`src/acb_pkg.sv`:
```
// Purpose: shared constants for the amplifier control register bank
// Assumes: 8-bit registers reached over a two-wire control port
// Notes: offsets are register indices on the control port
package acb_pkg;

  // ----------------------------------------------------------------
  // register offsets
  // ----------------------------------------------------------------
  localparam logic [7:0] OFS_CHIP_IDENTITY = 8'h00;
  localparam logic [7:0] OFS_POWER_CLIP_HIGH = 8'h01;
  localparam logic [7:0] OFS_DIGITAL_PATH = 8'h02;
  localparam logic [7:0] OFS_VOLUME_FADE_MUTE = 8'h03;

  // ----------------------------------------------------------------
  // reset values
  // ----------------------------------------------------------------
  localparam logic [7:0] RST_POWER_CLIP_HIGH = 8'hfd;
  localparam logic [7:0] RST_DIGITAL_PATH = 8'h14;
  localparam logic [7:0] RST_VOLUME_FADE_MUTE = 8'h80;

  // ----------------------------------------------------------------
  // writable-bit masks, reserved bits read zero
  // ----------------------------------------------------------------
  localparam logic [7:0] MSK_POWER_CLIP_HIGH = 8'hff;
  localparam logic [7:0] MSK_DIGITAL_PATH = 8'hbf;
  localparam logic [7:0] MSK_VOLUME_FADE_MUTE = 8'h83;

  // ----------------------------------------------------------------
  // field positions
  // ----------------------------------------------------------------
  localparam int CLIP_HI_MSB = 7;
  localparam int CLIP_HI_LSB = 2;
  localparam int BIT_SLEEP = 1;
  localparam int BIT_SHUTDOWN_N = 0;
  localparam int BIT_HIGHPASS_SKIP = 7;
  localparam int BOOST_MSB = 5;
  localparam int BOOST_LSB = 4;
  localparam int BIT_RATE_RANGE = 3;
  localparam int FMT_MSB = 2;
  localparam int BIT_FADE = 7;
  localparam int BIT_MUTE_RIGHT = 1;
  localparam int BIT_MUTE_LEFT = 0;

  // ----------------------------------------------------------------
  // input format codes
  // ----------------------------------------------------------------
  localparam logic [2:0] FMT_RJ24 = 3'h0;
  localparam logic [2:0] FMT_RJ20 = 3'h1;
  localparam logic [2:0] FMT_RJ18 = 3'h2;
  localparam logic [2:0] FMT_RJ16 = 3'h3;
  localparam logic [2:0] FMT_I2S = 3'h4;
  localparam logic [2:0] FMT_LEFT = 3'h5;

  // ----------------------------------------------------------------
  // pin synchroniser depth
  // ----------------------------------------------------------------
  localparam int SYNC_STAGES = 3;

  typedef enum logic [2:0] {
    ST_IDLE, ST_DEVADR, ST_ACK, ST_PTR, ST_WDATA, ST_RDATA, ST_MACK
  } acb_state_t;

endpackage : acb_pkg

```
`src/acb_pin_sync.sv`:
```
// Purpose: three-flop synchroniser with agreement filter for one pin
// Assumes: pin is asynchronous to clock
// Notes: output moves only when the second and third flops agree
`timescale 1ns/1ps
module acb_pin_sync #(
  parameter logic IDLE_LEVEL = 1'b1
) (
  input wire logic clock,
  input wire logic rst,
  input wire logic pin,
  output logic level
);
  import acb_pkg::*;

  logic [SYNC_STAGES-1:0] stage_r;

  // first stage feeds only the second
  always_ff @(posedge clock or posedge rst) begin
    if (rst) begin
      stage_r <= {SYNC_STAGES{IDLE_LEVEL}};
    end else begin
      stage_r <= {stage_r[SYNC_STAGES-2:0], pin};
    end
  end

  wire agree = (stage_r[1] == stage_r[2]);

  always_ff @(posedge clock or posedge rst) begin
    if (rst) begin
      level <= IDLE_LEVEL;
    end else if (agree) begin
      level <= stage_r[2];
    end
  end

endmodule : acb_pin_sync

```
`src/acb_bank.sv`:
```
// Purpose: control register bank with two-wire control port slave
// Assumes: host is the control master; scl never driven by this block
// Notes: pointer auto-increments per data byte, reads and writes alike
`timescale 1ns/1ps
module acb_bank #(
  parameter logic [6:0] DEV_ADDR = 7'h2a,
  parameter logic [7:0] CHIP_ID = 8'h5a // arbitrary identity value
) (
  input wire logic clock,
  input wire logic rst,
  input wire logic scl,
  input wire logic sda_in,
  output logic sda_out,
  output logic sda_oe,
  input wire logic [7:0] clip_mid_bits,
  input wire logic [5:0] clip_low_bits,
  output logic [19:0] clip_threshold,
  output logic amp_sleep,
  output logic amp_shutdown_n,
  output logic power_stage_en,
  output logic low_volt_en,
  output logic highpass_skip,
  output logic [1:0] boost_code,
  output logic [4:0] boost_db,
  output logic rate_range_select,
  output logic [2:0] input_format,
  output logic fmt_right_just,
  output logic fmt_i2s,
  output logic fmt_left_just,
  output logic [4:0] rj_word_bits,
  output logic fade_enable,
  output logic mute_right,
  output logic mute_left
);
  import acb_pkg::*;

  // ----------------------------------------------------------------
  // pin synchronisers and bus conditions
  // ----------------------------------------------------------------
  logic scl_s, sda_s, scl_q_r, sda_q_r;

  acb_pin_sync #(.IDLE_LEVEL(1'b1)) u_scl_sync (
    .clock(clock), .rst(rst), .pin(scl), .level(scl_s));
  acb_pin_sync #(.IDLE_LEVEL(1'b1)) u_sda_sync (
    .clock(clock), .rst(rst), .pin(sda_in), .level(sda_s));

  always_ff @(posedge clock or posedge rst) begin
    if (rst) begin
      scl_q_r <= 1'b1;
      sda_q_r <= 1'b1;
    end else begin
      scl_q_r <= scl_s;
      sda_q_r <= sda_s;
    end
  end

  wire scl_rise = scl_s & ~scl_q_r;
  wire scl_fall = ~scl_s & scl_q_r;
  wire bus_start = scl_s & scl_q_r & sda_q_r & ~sda_s;
  wire bus_stop = scl_s & scl_q_r & ~sda_q_r & sda_s;

  // ----------------------------------------------------------------
  // register storage
  // ----------------------------------------------------------------
  logic [7:0] power_r, digital_r, volume_r;
  logic [7:0] ptr_r, shift_r, tx_r;
  logic [2:0] bit_cnt_r;
  logic byte_rdy_r, rw_r, oe_r, wr_pulse_r;
  logic [7:0] wr_ptr_r, wr_data_r;
  acb_state_t state_r, after_ack_r;

  function automatic logic [7:0] read_byte(input logic [7:0] a,
      input logic [7:0] p, input logic [7:0] d, input logic [7:0] v);
    logic [7:0] r;
    r = 8'h00;
    case (a)
      OFS_CHIP_IDENTITY: r = CHIP_ID;
      OFS_POWER_CLIP_HIGH: r = p & MSK_POWER_CLIP_HIGH;
      OFS_DIGITAL_PATH: r = d & MSK_DIGITAL_PATH;
      OFS_VOLUME_FADE_MUTE: r = v & MSK_VOLUME_FADE_MUTE;
      default: r = 8'h00;
    endcase
    return r;
  endfunction : read_byte

  wire [7:0] rd_now = read_byte(ptr_r, power_r, digital_r, volume_r);
  wire addr_hit = (shift_r[7:1] == DEV_ADDR);
  wire sel_power = wr_pulse_r & (wr_ptr_r == OFS_POWER_CLIP_HIGH);
  wire sel_digital = wr_pulse_r & (wr_ptr_r == OFS_DIGITAL_PATH);
  wire sel_volume = wr_pulse_r & (wr_ptr_r == OFS_VOLUME_FADE_MUTE);

  // identity has no storage, so writes to it fall away
  always_ff @(posedge clock or posedge rst) begin
    if (rst) begin
      power_r <= RST_POWER_CLIP_HIGH;
      digital_r <= RST_DIGITAL_PATH;
      volume_r <= RST_VOLUME_FADE_MUTE;
    end else begin
      if (sel_power) power_r <= wr_data_r & MSK_POWER_CLIP_HIGH;
      // reserved bit 6 is masked so it cannot leave zero
      if (sel_digital) digital_r <= wr_data_r & MSK_DIGITAL_PATH;
      if (sel_volume) volume_r <= wr_data_r & MSK_VOLUME_FADE_MUTE;
    end
  end

  // ----------------------------------------------------------------
  // control port state machine
  // ----------------------------------------------------------------
  // start and stop take priority over any bit activity
  always_ff @(posedge clock or posedge rst) begin
    if (rst) begin
      state_r <= ST_IDLE;
      after_ack_r <= ST_IDLE;
      ptr_r <= 8'h00;
      shift_r <= 8'h00;
      tx_r <= 8'h00;
      bit_cnt_r <= 3'h0;
      byte_rdy_r <= 1'b0;
      rw_r <= 1'b0;
      oe_r <= 1'b0;
      wr_pulse_r <= 1'b0;
      wr_ptr_r <= 8'h00;
      wr_data_r <= 8'h00;
    end else begin
      wr_pulse_r <= 1'b0;
      if (bus_start) begin
        state_r <= ST_DEVADR;
        bit_cnt_r <= 3'h0;
        byte_rdy_r <= 1'b0;
        oe_r <= 1'b0;
      end else if (bus_stop) begin
        state_r <= ST_IDLE;
        oe_r <= 1'b0;
      end else begin
        case (state_r)
          ST_DEVADR, ST_PTR, ST_WDATA: begin
            if (scl_rise) begin
              shift_r <= {shift_r[6:0], sda_s};
              bit_cnt_r <= bit_cnt_r + 3'h1;
              byte_rdy_r <= (bit_cnt_r == 3'h7);
            end else if (scl_fall && byte_rdy_r) begin
              byte_rdy_r <= 1'b0;
              oe_r <= 1'b1;
              state_r <= ST_ACK;
              if (state_r == ST_DEVADR) begin
                rw_r <= shift_r[0];
                after_ack_r <= shift_r[0] ? ST_RDATA : ST_PTR;
                if (!addr_hit) begin
                  oe_r <= 1'b0;
                  state_r <= ST_IDLE;
                end
              end else if (state_r == ST_PTR) begin
                ptr_r <= shift_r;
                after_ack_r <= ST_WDATA;
              end else begin
                wr_pulse_r <= 1'b1;
                wr_ptr_r <= ptr_r;
                wr_data_r <= shift_r;
                ptr_r <= ptr_r + 8'h01;
                after_ack_r <= ST_WDATA;
              end
            end
          end
          ST_ACK: begin
            if (scl_fall) begin
              bit_cnt_r <= 3'h0;
              state_r <= after_ack_r;
              oe_r <= 1'b0;
              if (after_ack_r == ST_RDATA) begin
                tx_r <= rd_now;
                oe_r <= ~rd_now[7];
                ptr_r <= ptr_r + 8'h01;
              end
            end
          end
          ST_RDATA: begin
            if (scl_rise) begin
              bit_cnt_r <= bit_cnt_r + 3'h1;
              byte_rdy_r <= (bit_cnt_r == 3'h7);
            end else if (scl_fall) begin
              if (byte_rdy_r) begin
                byte_rdy_r <= 1'b0;
                oe_r <= 1'b0;
                state_r <= ST_MACK;
              end else begin
                tx_r <= {tx_r[6:0], 1'b0};
                oe_r <= ~tx_r[6];
              end
            end
          end
          ST_MACK: begin
            if (scl_rise) begin
              byte_rdy_r <= ~sda_s;
              if (sda_s) state_r <= ST_IDLE;
            end else if (scl_fall && byte_rdy_r) begin
              byte_rdy_r <= 1'b0;
              bit_cnt_r <= 3'h0;
              tx_r <= rd_now;
              oe_r <= ~rd_now[7];
              ptr_r <= ptr_r + 8'h01;
              state_r <= ST_RDATA;
            end
          end
          ST_IDLE: begin
            oe_r <= 1'b0;
          end
          default: begin
            state_r <= ST_IDLE;
            oe_r <= 1'b0;
          end
        endcase
      end
    end
  end

  assign sda_out = 1'b0;
  assign sda_oe = oe_r;

  // ----------------------------------------------------------------
  // control outputs
  // ----------------------------------------------------------------
  wire [2:0] fmt_w = digital_r[FMT_MSB:0];
  wire [1:0] boost_w = digital_r[BOOST_MSB:BOOST_LSB];
  wire rj_w = (fmt_w == FMT_RJ24) | (fmt_w == FMT_RJ20) |
              (fmt_w == FMT_RJ18) | (fmt_w == FMT_RJ16);
  wire [4:0] rj_bits_w = (fmt_w == FMT_RJ24) ? 5'h18 :
                         (fmt_w == FMT_RJ20) ? 5'h14 :
                         (fmt_w == FMT_RJ18) ? 5'h12 :
                         (fmt_w == FMT_RJ16) ? 5'h10 : 5'h00;
  // codes above left-justified select no framing at all
  wire [4:0] boost_db_w = {boost_w, 1'b0} + {1'b0, boost_w, 2'b00};

  always_ff @(posedge clock or posedge rst) begin
    if (rst) begin
      clip_threshold <= 20'h00000;
    end else begin
      clip_threshold <= {power_r[CLIP_HI_MSB:CLIP_HI_LSB],
                         clip_mid_bits, clip_low_bits};
    end
  end

  assign amp_sleep = power_r[BIT_SLEEP];
  assign amp_shutdown_n = power_r[BIT_SHUTDOWN_N];
  // sleep keeps the low-voltage side up for a quick resume
  assign power_stage_en = power_r[BIT_SHUTDOWN_N] & ~power_r[BIT_SLEEP];
  assign low_volt_en = power_r[BIT_SHUTDOWN_N];
  assign highpass_skip = digital_r[BIT_HIGHPASS_SKIP];
  assign boost_code = boost_w;
  assign boost_db = boost_db_w;
  assign rate_range_select = digital_r[BIT_RATE_RANGE];
  assign input_format = fmt_w;
  assign fmt_right_just = rj_w;
  assign fmt_i2s = (fmt_w == FMT_I2S);
  assign fmt_left_just = (fmt_w == FMT_LEFT);
  assign rj_word_bits = rj_bits_w;
  assign fade_enable = volume_r[BIT_FADE];
  assign mute_right = volume_r[BIT_MUTE_RIGHT];
  assign mute_left = volume_r[BIT_MUTE_LEFT];

endmodule : acb_bank

```
`config.mk`:
```
export PLATFORM = sky130hd
export DESIGN_NAME = acb_bank
export DESIGN_NICKNAME = d
export VERILOG_FILES = /design/src/acb_pkg.sv /design/src/acb_pin_sync.sv /design/src/acb_bank.sv
export SDC_FILE = /design/constraint.sdc
export NUM_CORES = 1
export LEC_CHECK = 0
export BUFFER_PORTS_ARGS = -buffer_cell sky130_fd_sc_hd__buf_2
export CORE_ASPECT_RATIO = 0.6
export CORE_MARGIN = 2
export CORE_UTILIZATION = 60
export CTS_CLUSTER_SIZE = 40
export DETAILED_ROUTE_END_ITERATION = 8
export PLACE_DENSITY = 0.81
export SYNTH_ARGS = -nofsm -noshare
export SYNTH_HDL_FRONTEND = slang
export SYNTH_HIERARCHICAL = 1
export SYNTH_SLANG_ARGS = --single-unit
```
`constraint.sdc`:
```
create_clock -name clock -period 6.8 [get_ports clock]
set_input_delay 0.68 -clock clock [delete_from_list [all_inputs] [get_ports clock]]
set_output_delay 0.68 -clock clock [all_outputs]
set_load 0.01 [all_outputs]
```
==> impl_results.md, run 1 <==
* Headroom to the max-slew limit at 0.252
* CTS Buf Count at 9
* CTS tree: built
* Total gr overflow at 0
* Kind of critical path: reg2reg
* Critical Path, Cell by Cell: nand3b_1, a21o_1, a21oi_1, o22ai_1, a21oi_1
* Critical Path Max Stage Delay at 0.85 ns
* Top post-synthesis cells by count: dfrtp_1 (79), mux2_2 (53), nand2_1 (30), a21oi_1 (28)
* Synth Cell Area at 0.00456 mm²
* Final non-filler cell total at 555
* GRT Util Overall at 0.248
* Cts repair resizes at 0
* Placed Instances at 539
* Hold Fails Final Rpt at 0
* Post-synth EDFFs at 0
* Placeable Area at 0.00733 mm²
* Layout net count at 475
* Vias in the first global route at 3,135
* Die area at 0.00834 mm²
* Rows at 24
* Setup TNS Final at 0 ns
* CTS clock-pin slew for the worst setup and hold paths at 0.06 ns
* Worst Path Required at 7.06 ns
* DRT Pass-1 Iters at 5
* IO Port Bufs at 63
* Clk_lat worst skew at 0.34 ns
* Root Driver: clkbuf_16
* YS warnings at 6
* Antenna Diode Count at 0
* Yosys cell types at 59
* # clock sinks at 99
* Crit-path slowest cell: a21oi_1
* WL/cell at 17.7 µm
* Register bit count reported by yosys at 99
* Top post-synthesis cells by area: dfrtp_1 (43%), mux2_2 (13%), dfstp_2 (12%), a21oi_1 (3.1%), ha_1 (3.0%)
* Final ANT Viol Nets at 0
* Final Skew at 0.00734 ns
* Hold slack at 0.234 ns
* Post-Synthesis Cells at 392
* Unrepaired setup endpoints after global routing: false
* Share of the synthesized area in the top cell type at 0.433
* Layout cells sized above 1 at 0.370
* Crit path max-delay family: compound AO/OA/AOI/OAI gates
* Clock Path Buffers at 2
* Leak at 2.55 nW
* Crit start category: register
* Syn avg cell area at 11.6 µm²
* PwrDens at 238 mW/mm²
* CP Capture Type: register
* Cts hold-fix bufs at 0
* Slew Viols, Final at 0
* Critical path's most frequent cell: a21oi_1
* Post-layout util at 0.710
* Max Fclk at 326 MHz
* Initial antenna violation count at 0
* Tmin final at 3.07 ns
* Crit path DAT at 3.33 ns
* Area leader, netlist: dfrtp_1
* Layout fillers at 550
* Top Ports at 67
* Crit Path Max Fanout at 23
* Synth async-reset ratio at 1.00
* Area Overhead vs Synth at 14.1%
* WP buf/inv at 0
* Largest net degree at the start of global routing at 83
* Seq/Total Area, Yosys at 0.549
* Worst vdd ir at 0.199 mV
* Sequential cell area at 0.00250 mm²
* Ys flop type: dfrtp_1
* Total power at 1.24 mW
* Top-count cell post-synth: dfrtp_1
* Status: finished clean
* Internal reg-to-reg setup slack at 3.73 ns
* Initial Util at 0.622
* Max Cap Viol at 0
* 1st-iter DRT viols at 315
* Multi-input gate area at 0.00187 mm²
* DR vias/cell at 5.91
* Gp weighted congestion at 0.933
* Die width at 117 µm
* Post-Route WL at 9.80 mm
* DP HPWL at 6.83 mm
* Worst min path class: in2async
* H-tree levels at 3
* Vias at 3,280
* Final period util at 0.451
* Setup violation total in the final timing report at 0
* Die Height at 71.5 µm
* Postcts setup bufs at 0
* Drt drc at 0
* Least-Margin Pin Slew at 1.12 ns
* First-pass GRT wire length at 15.7 mm
==> power breakdown <==
| part | switching (mW) | internal, mW |
|---|---|---|
| sequential | 0.0276 | 0.613 |
| combinational | 0.0514 | 0.0374 |
| clock | 0.217 | 0.295 |
==> stage by stage <==
step           cell area, µm²  setup slack [ns]
2_1_floorplan            4570              3.78
4_1_cts                  5200              3.79
3_5_place_dp             4900              3.85
5_1_grt                  5200              3.45
3_3_place_gp             4900              4.04
6_report                 5200              3.73
==> layout by cell type, fill, tap and decap left out, types with 3 or more instances in the layout <==
master and count:
a22oi_1 3, nand2_1 30, and2_1 4, o21ai_0 19, dfrtp_1 79, mux2i_1 3
inv_1 19, buf_2 63, nand3_1 9, nor4_1 3, nand2b_1 7, mux2_2 53
clkinv_2 4, ha_1 11, nor2b_1 6, and3_1 3, a21oi_1 28, conb_1 3
nor3b_1 3, nor3_1 3, clkbuf_16 9, dfstp_2 20, nor2_1 11, a41oi_1 3
o22ai_1 6
==> final timing paths <==
check / end / depth (start not counted) / from
setup / recovery: ptr_r[0] / 5 / state_r[0]
hold / removal: clip_threshold[1] / 2 / rst
setup reg to reg: ptr_r[0] / 5 / state_r[0]
hold reg to reg: u_scl_sync/stage_r[1] / 0 / u_scl_sync/stage_r[0]
max in group asynchronous: bit_cnt_r[0] / 3 / rst
min in group clock: u_scl_sync/stage_r[1] / 0 / u_scl_sync/stage_r[0]
==> flip-flops by register name (all words and copies together), names as in the netlist, 7 cells and up <==
name            cells
wr_ptr_r            8
clip_threshold     20
ptr_r               8
wr_data_r           8
power_r             8
shift_r             8
digital_r           7
tx_r                7
==> area by class of cell <==
class | instances | share of cell area
multi-input combinational | 252 | 0.360
tap | 104 | 0.0250
inverter | 20 | 0.0147
timing repair buffer | 64 | 0.0620
clock buffer | 10 | 0.0459
clock inverter | 6 | 0.0120
sequential | 99 | 0.481
==> per-layer routing <==
layer | vias up | share of wire | track usage
met2 | 152 | 0.43 | 0.347
li1 | 1503 | - | -
met4 | 0 | 0.0082 | 0.0471
met1 | 1616 | 0.48 | 0.378
met5 | - | 0 | 0
met3 | 9 | 0.080 | 0.0931
==> cell families (layout without fill, tap and decap cells) <==
logic type               Yosys count  in the layout  share of synthesized area
flip-flops                        99             99                      0.549
multiplexers                      56             56                      0.137
other                              1              3                   0.000822
buffers and inverters             43            100                     0.0425
adder cells (fa/ha/maj)           13             13                     0.0351
AND/OR/NAND/NOR                   96             96                      0.117
XOR/XNOR                           1              1                    0.00192
AO/OA/AOI/OAI                     83             83                      0.116
Power figures use the tool's default switching activity.
==> run 2, diff against run 1 <==
--- a/config.mk
+++ b/config.mk
@@ -8,10 +8,10 @@
 export BUFFER_PORTS_ARGS = -buffer_cell sky130_fd_sc_hd__buf_2
 export CORE_ASPECT_RATIO = 0.6
 export CORE_MARGIN = 2
-export CORE_UTILIZATION = 60
+export CORE_UTILIZATION = 51
 export CTS_CLUSTER_SIZE = 40
 export DETAILED_ROUTE_END_ITERATION = 8
-export PLACE_DENSITY = 0.81
+export PLACE_DENSITY = 0.73
 export SYNTH_ARGS = -nofsm -noshare
 export SYNTH_HDL_FRONTEND = slang
 export SYNTH_HIERARCHICAL = 1
==> constraint.sdc (replaced) <==
create_clock -name clock -period 2.5 [get_ports clock]
set_input_delay 0.25 -clock clock [delete_from_list [all_inputs] [get_ports clock]]
set_output_delay 0.25 -clock clock [all_outputs]
set_load 0.01 [all_outputs]
==> run 2 against run 1 <==
Net effect:
- cell count rose by 6.1%
- global-route usage fell by 3.0 points
- maximum frequency rose by 31%
- total power rose to 2.7 times the previous value
- design area rose by 4.8%
- sequential power rose to 2.7 times the previous value
- critical path type unchanged
==> impl_results.md, run 2 (synthesis results as in run 1) <==
* H-tree levels at 3 (unchanged)
* Vias in the first global route at 3,274 (+4.4%)
* Post-Route WL at 9.94 mm (+1.5%)
* Setup violation total in the final timing report at 0 (unchanged)
* Worst min path class: reg2reg
* Layout cells sized above 1 at 0.365 (-0.00551)
* Crit path max-delay family: flip-flops
* Crit Path Max Fanout at 7 (-70%)
* WP buf/inv at 0 (unchanged)
* Die Height at 77.3 µm (+8.0%)
* Hold path startpoint: u_scl_sync/stage_r[0]
* 1st-iter DRT viols at 275 (-13%)
* # clock sinks at 99 (unchanged)
* Worst R2R Start: scl_q_r
* Rows at 26 (+8.3%)
* CP Capture Type: register
* Crit start category: register
* Largest net degree at the start of global routing at 48 (-42%)
* Clk_lat worst skew at 0.35 ns (about the same)
* Final Skew at 0.00955 ns (+0.00221 ns)
* GRT Util Overall at 0.218 (-0.0303)
* Leak at 2.65 nW (+3.9%)
* Worst hold path cell count at 0
* CTS clock-pin slew for the worst setup and hold paths at 0.06 ns (about the same)
* Total gr overflow at 0 (unchanged)
* IO Port Bufs at 63 (unchanged)
* Top Ports at 67 (unchanged)
* Drt drc at 0 (unchanged)
* Biggest register: clip_threshold
* Die area at 0.00974 mm² (+17%)
* Internal reg-to-reg setup slack at 0.16 ns (-3.57 ns)
* Least-Margin Pin Slew at 0.562 ns (-0.560 ns)
* Final ANT Viol Nets at 0 (unchanged)
* Worst vdd ir at 0.502 mV (+150%)
* Most common cell after layout, fill and taps aside: dfrtp_1
* CTS tree: built
* Tmin final at 2.34 ns (-0.729 ns)
* DP HPWL at 7.11 mm (+4.2%)
* Layout net count at 501 (+5.5%)
* Status: finished clean
* Root Driver: clkbuf_16
* DRT Pass-1 Iters at 6 (+1)
* Initial antenna violation count at 0 (unchanged)
* WL/cell at 16.9 µm (-4.4%)
* Final period util at 0.936 (+0.485)
* Kind of critical path: reg2reg
* PwrDens at 607 mW/mm² (+150%)
* Worst setup startpoint: scl_q_r
* Vias at 3,351 (+2.2%)
* First-pass GRT wire length at 16.6 mm (+5.6%)
* Headroom to the max-slew limit at 0.625 (+0.373)
* Place WS at 0.127 ns (-3.73 ns)
* Clock Path Buffers at 2 (unchanged)
* Max Cap Viol at 0 (unchanged)
* Slew Viols, Final at 0 (unchanged)
* Crit-path slowest cell: dfstp_2
* DR vias/cell at 5.69 (-3.7%)
* Number of flip-flops in the largest register at 20 (unchanged)
* Area Overhead vs Synth at 19.6%
* CTS Buf Count at 9 (unchanged)
* Final WS setup at 0.159 ns (-3.57 ns)
* Antenna Diode Count at 0 (unchanged)
* Critical Path, Cell by Cell: ha_1, nand3b_1, nor2_1, o21ai_0, a21oi_4, mux2_2
* Critical Path Max Stage Delay at 0.54 ns (-0.31 ns)
* Crit path DAT at 2.57 ns (-0.76 ns)
* Worst Path Required at 2.72 ns (-4.34 ns)
* Die width at 126 µm (+8.2%)
* Max Fclk at 427 MHz (+31%)
* WHS Endpoint: u_scl_sync/stage_r[1]
* R2R depth at 6 (+1)
* Terminus of the critical flop-to-flop path: tx_r[4]
* Hold Fails Final Rpt at 0 (unchanged)
* Most frequent cells in the layout: dfrtp_1 (79), buf_2 (63), mux2_2 (53), nand2_1 (30), a21oi_1 (28)
* Initial Util at 0.531 (-0.0914)
* Placeable Area at 0.00859 mm² (+17%)
* Total power at 3.31 mW (+170%)
* Unrepaired setup endpoints after global routing: false
* Gp weighted congestion at 0.921 (-1.3%)
* Setup TNS Final at 0 ns (unchanged)
[run 2: cell count changes in the layout (fill, tap and decap cells not counted)]
cell           before  now
dlygate4sd3_1       0   17
buf_4               1    9
clkinv_2            4    0
clkbuf_1            0    2
clkinvlp_4          0    2
a21oi_2             1    0
a21oi_4             0    1
buf_12              0    1
bufinv_16           1    0
clkinv_4            1    2
[run 2: worst max path at each step]
| stage | endpoint | slack, ns | depth (start not counted) |
|---|---|---|---|
| 2_1_floorplan | wr_data_r[0] | 0.38 | 8 |
| 3_3_place_gp | tx_r[3] | 0.26 | 6 |
| 3_5_place_dp | tx_r[4] | 0.13 | 6 |
| 4_1_cts | tx_r[4] | 0.1 | 6 |
| 5_1_grt | tx_r[4] | 0.03 | 6 |
| 6_report | tx_r[4] | 0.16 | 6 |
[run 2: through the flow]
stage,hold slack [ns],cell area [µm²],util,cells
3_3_place_gp,0.322,5000,0.582,556
5_1_grt,0.368,5450,0.635,589
4_1_cts,0.000345,5420,0.631,586
2_1_floorplan,0.205,4570,-,394
6_report,0.359,5450,0.635,589
3_5_place_dp,0.322,5000,0.582,556
[run 2: timing repair]
| action | CTS | global route |
|---|---|---|
| setup endpoints to repair | 0 | 7 |
| hold buffers | 14 | 3 |
| hold endpoints to repair | 29 | 3 |
| gates resized for setup | 0 | 1 |
| setup buffers | 0 | 0 |
[run 2: area by class of cell]
type,instances,area [µm²]
Clock inverter,4,33.8
Timing Repair Buffer,90,573
Multi-Input combinational cell,252,1880
Tap cell,112,140
Fill cell,683,3130
Sequential cell,99,2500
Clock buffer,12,246
Inverter,20,78.8
[run 2: report_power, final]
group / total (mW) / leakage (nW) / switching (mW) / internal, mW
sequential: 1.73 / 1.28 / 0.0628 / 1.67
clock: 1.30 / 0.133 / 0.590 / 0.710
combinational: 0.281 / 1.24 / 0.155 / 0.126
total: 3.31 / 2.65 / 0.808 / 2.50
[run 2: per-layer routing]
layer	vias up	track usage	part of all wire
met4	0	0.0560	0.013
met3	14	0.0740	0.080
met2	151	0.316	0.43
met5	-	0	0
li1	1558	-	-
met1	1628	0.316	0.48
